===== config.mk =====
export PLATFORM = sky130hd
export DESIGN_NAME = smc_seq
export DESIGN_NICKNAME = d
export VERILOG_FILES = /design/src/logic/smc_pkg.sv /design/src/logic/smc_tick.sv /design/src/logic/smc_seq.sv
export VERILOG_INCLUDE_DIRS = /design/src /design/src/logic
export SDC_FILE = /design/constraint.sdc
export NUM_CORES = 1
export LEC_CHECK = 0
export BUFFER_PORTS_ARGS = -buffer_cell sky130_fd_sc_hd__buf_2
export CAP_MARGIN = 20
export CELL_PAD_IN_SITES_DETAIL_PLACEMENT = 0
export CELL_PAD_IN_SITES_GLOBAL_PLACEMENT = 2
export CORE_MARGIN = 4
export CORE_UTILIZATION = 33
export CTS_BUF_LIST = sky130_fd_sc_hd__clkbuf_2 sky130_fd_sc_hd__clkbuf_4 sky130_fd_sc_hd__clkbuf_8
export DETAILED_ROUTE_END_ITERATION = 10
export PLACE_DENSITY = 0.83
export SYNTH_ARGS = -nofsm -noshare
export SYNTH_HDL_FRONTEND = slang
export SYNTH_HIERARCHICAL = 1
export SYNTH_SLANG_ARGS = --single-unit

===== constraint.sdc =====
create_clock -name clk -period 5.75 [get_ports clk]
set_input_delay 0.2875 -clock clk [delete_from_list [all_inputs] [get_ports clk]]
set_output_delay 0.2875 -clock clk [all_outputs]
set_load 0.03 [all_outputs]

===== src/logic/smc_defs.svh =====
// constants for the source-measure cycle sequencer
`ifndef SMC_DEFS_SVH
`define SMC_DEFS_SVH
`define SMC_CLK_HZ          40000000
`define SMC_TICK_NS         1000
`define SMC_CLK_NS          25
`define SMC_TICK_DIV        (`SMC_TICK_NS / `SMC_CLK_NS)
`define SMC_TICK_CNT_W      6
`define SMC_TIME_W          32
`define SMC_LEVEL_W         24
`define SMC_SRC_DLY_MIN_US  1
`define SMC_SRC_DLY_MAX_US  32'hD693A400
`define SMC_PW_MIN_US       100
`define SMC_PW_MAX_US       32'hD693A400
`define SMC_RELAY_SETTLE_US 1
`endif


===== src/logic/smc_pkg.sv =====
// types for the source-measure cycle sequencer
package smc_pkg;
    typedef enum logic [3:0] {
        SMC_OFF      = 4'h0,
        SMC_RELAY_ON = 4'h1,
        SMC_IDLE     = 4'h2,
        SMC_SDLY     = 4'h3,
        SMC_MDLY     = 4'h4,
        SMC_MEAS     = 4'h5,
        SMC_PWAIT    = 4'h6,
        SMC_ZERO     = 4'h7
    } smc_state_e;
endpackage


===== src/logic/smc_tick.sv =====
// timebase divider: one-cycle microsecond tick
`include "smc_defs.svh"
module smc_tick (
    input  wire logic clk,
    input  wire logic nrst,
    output logic      tick
);
    typedef struct packed {
        logic [`SMC_TICK_CNT_W-1:0] cnt;
        logic                       tick;
    } smc_tick_s;
    smc_tick_s r;
    smc_tick_s next_r;

    always_comb begin
        next_r = r;
        next_r.tick = 1'b0;
        if (r.cnt == `SMC_TICK_CNT_W'(`SMC_TICK_DIV - 1)) begin
            next_r.cnt = '0;
            next_r.tick = 1'b1;
        end else begin
            next_r.cnt = r.cnt + `SMC_TICK_CNT_W'(1);
        end
    end

    always_ff @(posedge clk) begin
        if (!nrst) begin
            r <= '0;
        end else begin
            r <= next_r;
        end
    end

    assign tick = r.tick;
endmodule


===== src/logic/smc_seq.sv =====
// source-measure cycle sequencer: delays, pulse, measurement, output relay
// Contract
// - trigger waits source delay, then applies level
// - measure delay follows level before measuring
// - dc cycle ends after measure and compute
// - new level applies at once, resets phase
// - without sweep, same level every cycle
// - dc, no measure: cycle ends at change
// - pulse and base levels, width 100us-3600s
// - pulse starts measure delay, base at end
// - pulse cycle ends at later of both
// - pulse, no measure: ends at pulse end
// - auto range uses larger magnitude
// - base accepts same range as level
// - source delay accepted 1us to 3600s
// - switch on: relay closes at zero first
// - switch off: zero level, then open relay
`include "smc_defs.svh"
module smc_seq (
    input  wire logic                    clk,
    input  wire logic                    nrst,
    input  wire logic                    trig_in,
    input  wire logic                    output_on,
    input  wire logic                    pulse_mode,
    input  wire logic                    meas_enable,
    input  wire logic                    level_write,
    input  wire logic [`SMC_LEVEL_W-1:0] src_level,
    input  wire logic [`SMC_LEVEL_W-1:0] base_level,
    input  wire logic [`SMC_TIME_W-1:0]  src_delay_us,
    input  wire logic [`SMC_TIME_W-1:0]  meas_delay_us,
    input  wire logic [`SMC_TIME_W-1:0]  pulse_width_us,
    input  wire logic                    meas_done,
    output logic [`SMC_LEVEL_W-1:0]      out_level,
    output logic [`SMC_LEVEL_W-1:0]      range_magnitude,
    output logic                         relay_closed,
    output logic                         meas_start,
    output logic                         cycle_done,
    output logic                         busy
);
    typedef struct packed {
        logic                    trig_q1;
        logic                    trig_q2;
        logic                    trig_q3;
        logic                    on_q1;
        logic                    on_q2;
        logic                    done_q1;
        logic                    done_q2;
        smc_pkg::smc_state_e     st;
        logic [`SMC_TIME_W-1:0]  dly;
        logic [`SMC_TIME_W-1:0]  pw;
        logic                    pulse_run;
        logic                    meas_run;
        logic [`SMC_LEVEL_W-1:0] level;
        logic [`SMC_LEVEL_W-1:0] rng;
        logic                    relay;
        logic                    mstart;
        logic                    cdone;
    } smc_seq_s;
    smc_seq_s r;
    smc_seq_s next_r;
    logic     tick;

    smc_tick u_tick (
        .clk  (clk),
        .nrst (nrst),
        .tick (tick)
    );

    function automatic logic [`SMC_LEVEL_W-1:0] mag(input logic [`SMC_LEVEL_W-1:0] v);
        mag = v[`SMC_LEVEL_W-1] ? (~v + `SMC_LEVEL_W'(1)) : v;
    endfunction

    // clamp a time setting into its legal window
    function automatic logic [`SMC_TIME_W-1:0] clamp(input logic [`SMC_TIME_W-1:0] v,
                                                     input logic [`SMC_TIME_W-1:0] lo,
                                                     input logic [`SMC_TIME_W-1:0] hi);
        clamp = (v < lo) ? lo : ((v > hi) ? hi : v);
    endfunction

    logic [`SMC_TIME_W-1:0] sdly_c;
    logic [`SMC_TIME_W-1:0] pw_c;
    logic                   trig_rise;
    logic                   pulse_end;
    assign sdly_c = clamp(src_delay_us, `SMC_TIME_W'(`SMC_SRC_DLY_MIN_US),
                          `SMC_TIME_W'(`SMC_SRC_DLY_MAX_US));
    assign pw_c = clamp(pulse_width_us, `SMC_TIME_W'(`SMC_PW_MIN_US),
                        `SMC_TIME_W'(`SMC_PW_MAX_US));

    always_comb begin
        next_r = r;
        next_r.trig_q1 = trig_in;
        next_r.trig_q2 = r.trig_q1;
        next_r.trig_q3 = r.trig_q2;
        next_r.on_q1 = output_on;
        next_r.on_q2 = r.on_q1;
        next_r.done_q1 = meas_done;
        next_r.done_q2 = r.done_q1;
        next_r.mstart = 1'b0;
        next_r.cdone = 1'b0;
        trig_rise = r.trig_q2 && !r.trig_q3;
        pulse_end = 1'b0;
        // base value shares the level's full signed range
        next_r.rng = (pulse_mode && mag(base_level) > mag(src_level))
                     ? mag(base_level) : mag(src_level);
        // pulse width runs beside the measure path
        if (r.pulse_run && tick) begin
            if (r.pw <= `SMC_TIME_W'(1)) begin
                next_r.pulse_run = 1'b0;
                next_r.level = base_level;
                pulse_end = 1'b1;
            end else begin
                next_r.pw = r.pw - `SMC_TIME_W'(1);
            end
        end
        case (r.st)
            smc_pkg::SMC_OFF: begin
                next_r.level = '0;
                next_r.relay = 1'b0;
                next_r.pulse_run = 1'b0;
                next_r.meas_run = 1'b0;
                if (r.on_q2) begin
                    next_r.relay = 1'b1;
                    next_r.dly = `SMC_TIME_W'(`SMC_RELAY_SETTLE_US);
                    next_r.st = smc_pkg::SMC_RELAY_ON;
                end
            end
            smc_pkg::SMC_RELAY_ON: begin
                // level stays zero for at least one full tick while contacts settle
                if (tick) begin
                    if (r.dly == '0) begin
                        next_r.level = pulse_mode ? base_level : src_level;
                        next_r.st = smc_pkg::SMC_IDLE;
                    end else begin
                        next_r.dly = r.dly - `SMC_TIME_W'(1);
                    end
                end
            end
            smc_pkg::SMC_IDLE: begin
                if (trig_rise) begin
                    next_r.dly = sdly_c;
                    next_r.st = smc_pkg::SMC_SDLY;
                end
            end
            smc_pkg::SMC_SDLY: begin
                // trigger is not tick aligned: one extra tick so the delay never runs short
                if (tick) begin
                    if (r.dly == '0) begin
                        // same level each cycle when not sweeping
                        next_r.level = src_level;
                        next_r.dly = meas_delay_us;
                        if (pulse_mode) begin
                            next_r.pw = pw_c;
                            next_r.pulse_run = 1'b1;
                        end
                        if (!meas_enable) begin
                            next_r.st = pulse_mode ? smc_pkg::SMC_PWAIT
                                                   : smc_pkg::SMC_IDLE;
                            next_r.cdone = !pulse_mode;
                        end else begin
                            next_r.st = smc_pkg::SMC_MDLY;
                        end
                    end else begin
                        next_r.dly = r.dly - `SMC_TIME_W'(1);
                    end
                end
            end
            smc_pkg::SMC_MDLY: begin
                if (tick) begin
                    if (r.dly == '0 || r.dly == `SMC_TIME_W'(1)) begin
                        next_r.mstart = 1'b1;
                        next_r.st = smc_pkg::SMC_MEAS;
                    end else begin
                        next_r.dly = r.dly - `SMC_TIME_W'(1);
                    end
                end
            end
            smc_pkg::SMC_MEAS: begin
                if (r.done_q2) begin
                    if (r.pulse_run && !pulse_end) begin
                        next_r.st = smc_pkg::SMC_PWAIT;
                    end else begin
                        next_r.cdone = 1'b1;
                        next_r.st = smc_pkg::SMC_IDLE;
                    end
                end
            end
            smc_pkg::SMC_PWAIT: begin
                if (!r.pulse_run || pulse_end) begin
                    next_r.cdone = 1'b1;
                    next_r.st = smc_pkg::SMC_IDLE;
                end
            end
            smc_pkg::SMC_ZERO: begin
                // one cycle at zero before the relay opens
                next_r.relay = 1'b0;
                next_r.st = smc_pkg::SMC_OFF;
            end
            default: begin
                next_r.st = smc_pkg::SMC_OFF;
            end
        endcase
        // direct level write: apply now, drop delays and trigger phase
        if (level_write && r.st != smc_pkg::SMC_OFF && r.st != smc_pkg::SMC_RELAY_ON
            && r.st != smc_pkg::SMC_ZERO) begin
            next_r.level = src_level;
            next_r.pulse_run = 1'b0;
            next_r.mstart = 1'b0;
            next_r.cdone = 1'b0;
            next_r.st = smc_pkg::SMC_IDLE;
        end
        if (!r.on_q2 && r.st != smc_pkg::SMC_OFF && r.st != smc_pkg::SMC_ZERO) begin
            next_r.level = '0;
            next_r.pulse_run = 1'b0;
            next_r.mstart = 1'b0;
            next_r.cdone = 1'b0;
            next_r.st = smc_pkg::SMC_ZERO;
        end
    end

    always_ff @(posedge clk) begin
        if (!nrst) begin
            r <= '0;
        end else begin
            r <= next_r;
        end
    end

    assign out_level = r.level;
    assign range_magnitude = r.rng;
    assign relay_closed = r.relay;
    assign meas_start = r.mstart;
    assign cycle_done = r.cdone;
    assign busy = (r.st != smc_pkg::SMC_IDLE) && (r.st != smc_pkg::SMC_OFF);
endmodule


# [Yosys cells after proc, flatten, opt, wreduce, memory -nomap -nowiden]
# Index checks and enable logic that the tools add are counted.
[word_totals] in_bits=152 ff_bits=134 output_inout_bits=52
[op_classes] mux=56 reduce_logical=29 n_bitwise=5 addsub=5 n_eq_ne=34 n_lt_le_gt_ge=6
[op_table] op="$mux 32" count=9
[op_table] op="$mux 24" count=11
[op_table] op="$pmux 32 s5" count=1
[op_table] op="$mux 36" count=4
[op_table] op="$mux 33" count=3
[op_table] op="$pmux 24 s3" count=1
[op_table] op="$mux 69" count=1
[op_table] op="$gt 32x32->1 const B" count=2
[op_table] op="$sub 32x1->32 const B" count=2
[op_table] op="$add 24x1->24 const B" count=2
[op_table] op="$not 24->24" count=2
[op_table] op="$eq 32x1->1 const B" count=1
[op_table] op="$le 32x1->1 const B" count=1
[op_table] op="$logic_not 32->1" count=1
[op_table] op="$lt 32x1->1 const B" count=1
[op_table] op="$lt 32x7->1 const B" count=1
[op_table] op="$ne 4x4->1 const B" count=7
[op_table] op="$pmux 4 s7" count=1
[op_table] op="$gt 24x24->1" count=1
[op_table] op="$mux 4" count=5
[op_table] op="$reduce_and 10->1" count=2
[op_table] op="$ne 2x2->1 const B" count=9
[op_table] op="$eq 4x3->1 const B" count=4
[op_table] op="$ne 4x3->1 const B" count=4
[op_table] op="other kinds (23)" count=59

# [Logic depth before layout (Yosys ltp)]
[logic_depth] depth_word=10 ltp_mapped=16 mapped_depth_nobuf=14

# [By module]
# Netlist, hierarchy kept.
[by_module_without_submodules] mod="smc_seq" area_each_um2=9282.7 n_inst=1 cells_each=1201
[by_module_without_submodules] mod="smc_tick" area_each_um2=265.3 n_inst=1 cells_each=26

# [Least setup slack after synthesis]
# Ideal clock, no wire load.
[synth_timing] path_kind="input port to flip-flop" from="input port base_level[6]" to="register r (netlist bit range_magnitude[21])" path_slack_ns=1.674 stages=15 arrival_ns=3.991 setup_ns=0.086 required_time_ns=5.664 cell_sequence="or4_1 nor4_1 nand3b_1 or3_1 o21ai_0 xnor2_1 ha_1 nand4_1 or3_1 o31a_1 o31ai_1 clkbuf_1 clkbuf_1 nor2_1 a211oi_1"
[synth_between] elab_chain_cells=6
[synth_rtl] element="start: declaration" line="smc_seq.sv:28" source="input wire logic [`SMC_LEVEL_W-1:0] base_level,"
[synth_rtl] element="$not 24->24" line="smc_seq.sv:70" source="mag = v[`SMC_LEVEL_W-1] ? (~v + `SMC_LEVEL_W'(1)) : v;"
[synth_rtl] element="$add 24x1->24" line="smc_seq.sv:70"
[synth_rtl] element="$mux 24 (*)" line="smc_seq.sv:70"
[synth_rtl] element="$gt 24x24->1" line="smc_seq.sv:103" source="next_r.rng = (pulse_mode && mag(base_level) > mag(src_level))"
[synth_rtl] element="$logic_and 1x1->1" line="smc_seq.sv:103"
[synth_rtl] element="$mux 24 (*)" line="smc_seq.sv:104" source="? mag(base_level) : mag(src_level);"
[synth_rtl] element="end signal: assignment" line="smc_seq.sv:224" source="r <= next_r;"
[synth_rtl] element="end: declaration" line="smc_seq.sv:59" source="smc_seq_s r;"
# Every way passes the cells marked *; elsewhere a longest branch is shown, timed or not.
# A chain may end at the register's enable or synchronous reset.

# [Worst setup path in the final report]
[layout_timing] from="input port base_level[6]" to="register r (netlist bit range_magnitude[10])"
# The elaborated chain is that of the path after synthesis.

==> impl_metrics.tcl <==
set metrics [dict create \
    worst-slew-pin-transition_ns 1.122 \
    clock_latency_ns 0.46 \
    finalSetupViolCount 0 \
    cts.sinks 133 \
    startpoint "base_level[6]" \
    p_sw_mw 1.499 \
    worst_setup_path_end_kind "flip-flop" \
    path_class "in2reg" \
    die-area_mm2 0.03172 \
    ant_nets 0 \
    port_buffers 203 \
    grt_pass1_vias 9216 \
    cp_slowest_cell "or4_1" \
    routedWlPerCell_um 19.20 \
    p_leak_nw 4.475 \
    layout_common_cells "203 x buf_2, 133 x dfxtp_1, 103 x nor2_1" \
    path_clk_slew_ns 0.11 \
    powerDensity_mw_per_mm2 320.5 \
    dieWidth_um 178.1 \
    cts_tree "done" \
    routed_wirelength_mm 33.36 \
    clk_path_buf_depth 2 \
    cts_root_buf "clkbuf_8" \
    comb_power_share_pct 43.7 \
    fill_cells 3083 \
    ys_seq_area_share_pct 27.89 \
    hold_viol 0 \
    synth_cells 1227 \
    fp.dieH_um 178.1 \
    cts-htree-levels 4 \
    synth.area.top_cells "dfxtp_1 28%, xnor2_1 5.0%, o21ai_0 4.7%, ha_1 4.1%, nor2_1 4.0%" \
    status "finished clean" \
    crit_top_cell "or3_1" \
    ioPinCount 204 \
    start_kind "input pin" \
    worstPathCellList "buf_2, or4_1, nor4_1, nand3b_1, or3_1, o21ai_0, xnor2_1, ha_1, nand4_1, or3_1, o31a_1, o31ai_4, buf_4, nor2_1, a211oi_1" \
    rsz0062_at_grt "no" \
    clkPwrFrac_pct 25.6 \
    nets 1523 \
    ys.flop_type "dfxtp_1" \
    synth_seq_cells 133 \
    final_common_cell "buf_2" \
    netSwitchingFraction_pct 42.84 \
    path_buf_inv 2 \
    maxSlewHeadroom_pct 25.17 \
    skew_ns 0.02603 \
    power.internal_mw 2.000 \
    required_ns 6.10 \
    fin_crit_ns 4.187 \
    cts_buffers 17 \
    slew_violations 0 \
    antenna_found_initial 1 \
    syn_avg_cell_area_um2 7.782 \
    placed_cells 1704 \
    grt_pass1_wl_mm 51.65 \
    r2r_start "r[85]" \
    final_cells 1738 \
    grt_start_max_net_pins 49 \
    hp-start "pulse_width_us[22]" \
    maxCapViolCount 0 \
    yosysTopAreaCellShare_pct 27.89 \
    area_growth_syn_to_layout_pct 14.31 \
    yosys_warnings 6 \
    core_area_mm2 0.02863 \
    seqPwrFrac_pct 30.7 \
    seq_area_mm2 0.002663 \
    synth.distinct_cells 73 \
    via_count 9619 \
    synth_area_leader_cell "dfxtp_1" \
    grt-ovfl-total 0 \
    hpwl_mm 25.04 \
    gr-usage-all-layers_pct 20.49 \
    initial_core_util_pct 33.36 \
    drive_gt1_share_pct 21.88 \
    syn_nets 1410 \
    synth_edf_count 0 \
    syn-cell-area_mm2 0.009548 \
    drt_iter0_markers 757 \
    place.gp.congestion 0.8285 \
    worstPathMaxFanout 47 \
    route.detailed.drc 0 \
    fmax_ghz 0.2389 \
    cts_resized 0 \
    multi_input_area_mm2 0.006141 \
    path_delay_family "simple AND/OR/NAND/NOR gates" \
    crit_arrival_ns 4.54 \
    min_path_type "in2reg" \
    vdd_drop_max_mv 0.1482 \
    period_share_pct 72.81 \
    tns_ns 0 \
    max_stage_delay_ns 0.57 \
    rows 62 \
    vias_per_cell 5.535 \
    dr.pass1.iters 5 \
    synthArstFlopShare_pct 0 \
]
per-layer routing:
metal / share of wire (%) / track usage [%]
met1: 46 / 27.58
met2: 47 / 34.13
met3: 6.1 / 4.387
met4: 0.94 / 3.771
met5: 0 / 0
synthesized netlist by cell type (7+ instances only):
cell type	instances
a211oi_1	30
a21o_1	8
a21oi_1	72
a221oi_1	17
a22oi_1	24
and2_1	15
and3_1	9
buf_2	15
buf_4	48
clkbuf_1	50
dfxtp_1	133
ha_1	31
inv_1	27
mux2_2	24
nand2_1	85
nand2b_1	12
nand3_1	23
nand4_1	17
nor2_1	103
nor2b_1	7
nor3_1	61
nor4_1	36
o21ai_0	89
o21ai_1	13
o22ai_1	17
o2bb2ai_1	8
o31ai_1	20
or2_2	8
or3_1	24
or4_1	23
xnor2_1	54
xor2_1	34
path summary, 6_finish.rpt:
kind / depth (start not counted) / slack, ns / to
setup / recovery: 15 / 1.56 / range_magnitude[10]
hold / removal: 3 / 0.04 / r[75]
setup reg to reg: 10 / 1.72 / out_level[15]
hold reg to reg: 1 / 0.44 / r[121]
area by class of cell:
class,count,area share [%]
well taps,384,4.402
flip-flops and latches,133,24.40
diodes,1,0.02293
repair buffers,214,10.09
inverters,27,0.9286
multi-input cells,947,56.27
clock buffers,17,2.144
clock inverters,15,1.754
state kept, by name, indices dropped and copies added, names as in the netlist:
signal and count:
cycle_done 1, meas_start 1, r 71, range_magnitude 24, u_tick/tick 1, u_tick/r 6, relay_closed 1, out_level 24
next_r 4
power by group through the flow:
stage                     Combinational [mW]  Clock (mW)  Sequential, mW
after floorplan                         1.19           0            1.05
after global placement                  1.52           0            1.10
after detailed placement                1.52           0            1.09
after CTS                               1.53       0.920            1.07
after global routing                    1.68       0.959            1.08
final                                   1.53       0.896            1.07
through the flow:
step / total power [mW] / area, µm² / hold slack (ns) / util [%] / setup WS (ns)
after floorplan: 2.244 / 9548 / 0.3939 / - / 1.674
after global placement: 2.617 / 10480 / 0.4184 / 36.60 / 1.222
after detailed placement: 2.616 / 10480 / 0.4269 / 36.60 / 1.122
after CTS: 3.522 / 10910 / 0.01864 / 38.12 / 1.599
after global routing: 3.728 / 10910 / 0.03220 / 38.12 / 1.300
final: 3.498 / 10910 / 0.04029 / 38.13 / 1.563
worst register-to-register path: cells and delay by family (launching register included):
| kind | cells | cell delay [ns] |
|---|---|---|
| adders and majority gates | 1 | 0.37 |
| AOI/OAI and AO/OA | 1 | 0.19 |
| DFF | 1 | 0.37 |
| buffers and inverters | 2 | 0.33 |
| and+or+nand+nor | 6 | 2.62 |
logic make-up after synthesis:
logic type | count (synthesis) | share of synthesized area [%]
flops | 133 | 27.89
xor+xnor | 88 | 8.072
compound gates | 355 | 24.31
simple gates | 445 | 24.39
buf+inv | 147 | 8.033
fa+ha+maj | 31 | 4.062
mux | 28 | 3.250
timing repair:
action / in CTS / in global routing
buffers inserted: 0 / 0
hold buffers: 1 / 0
hold endpoints to repair: 1 / 0
(Power assumes the default switching activity.)
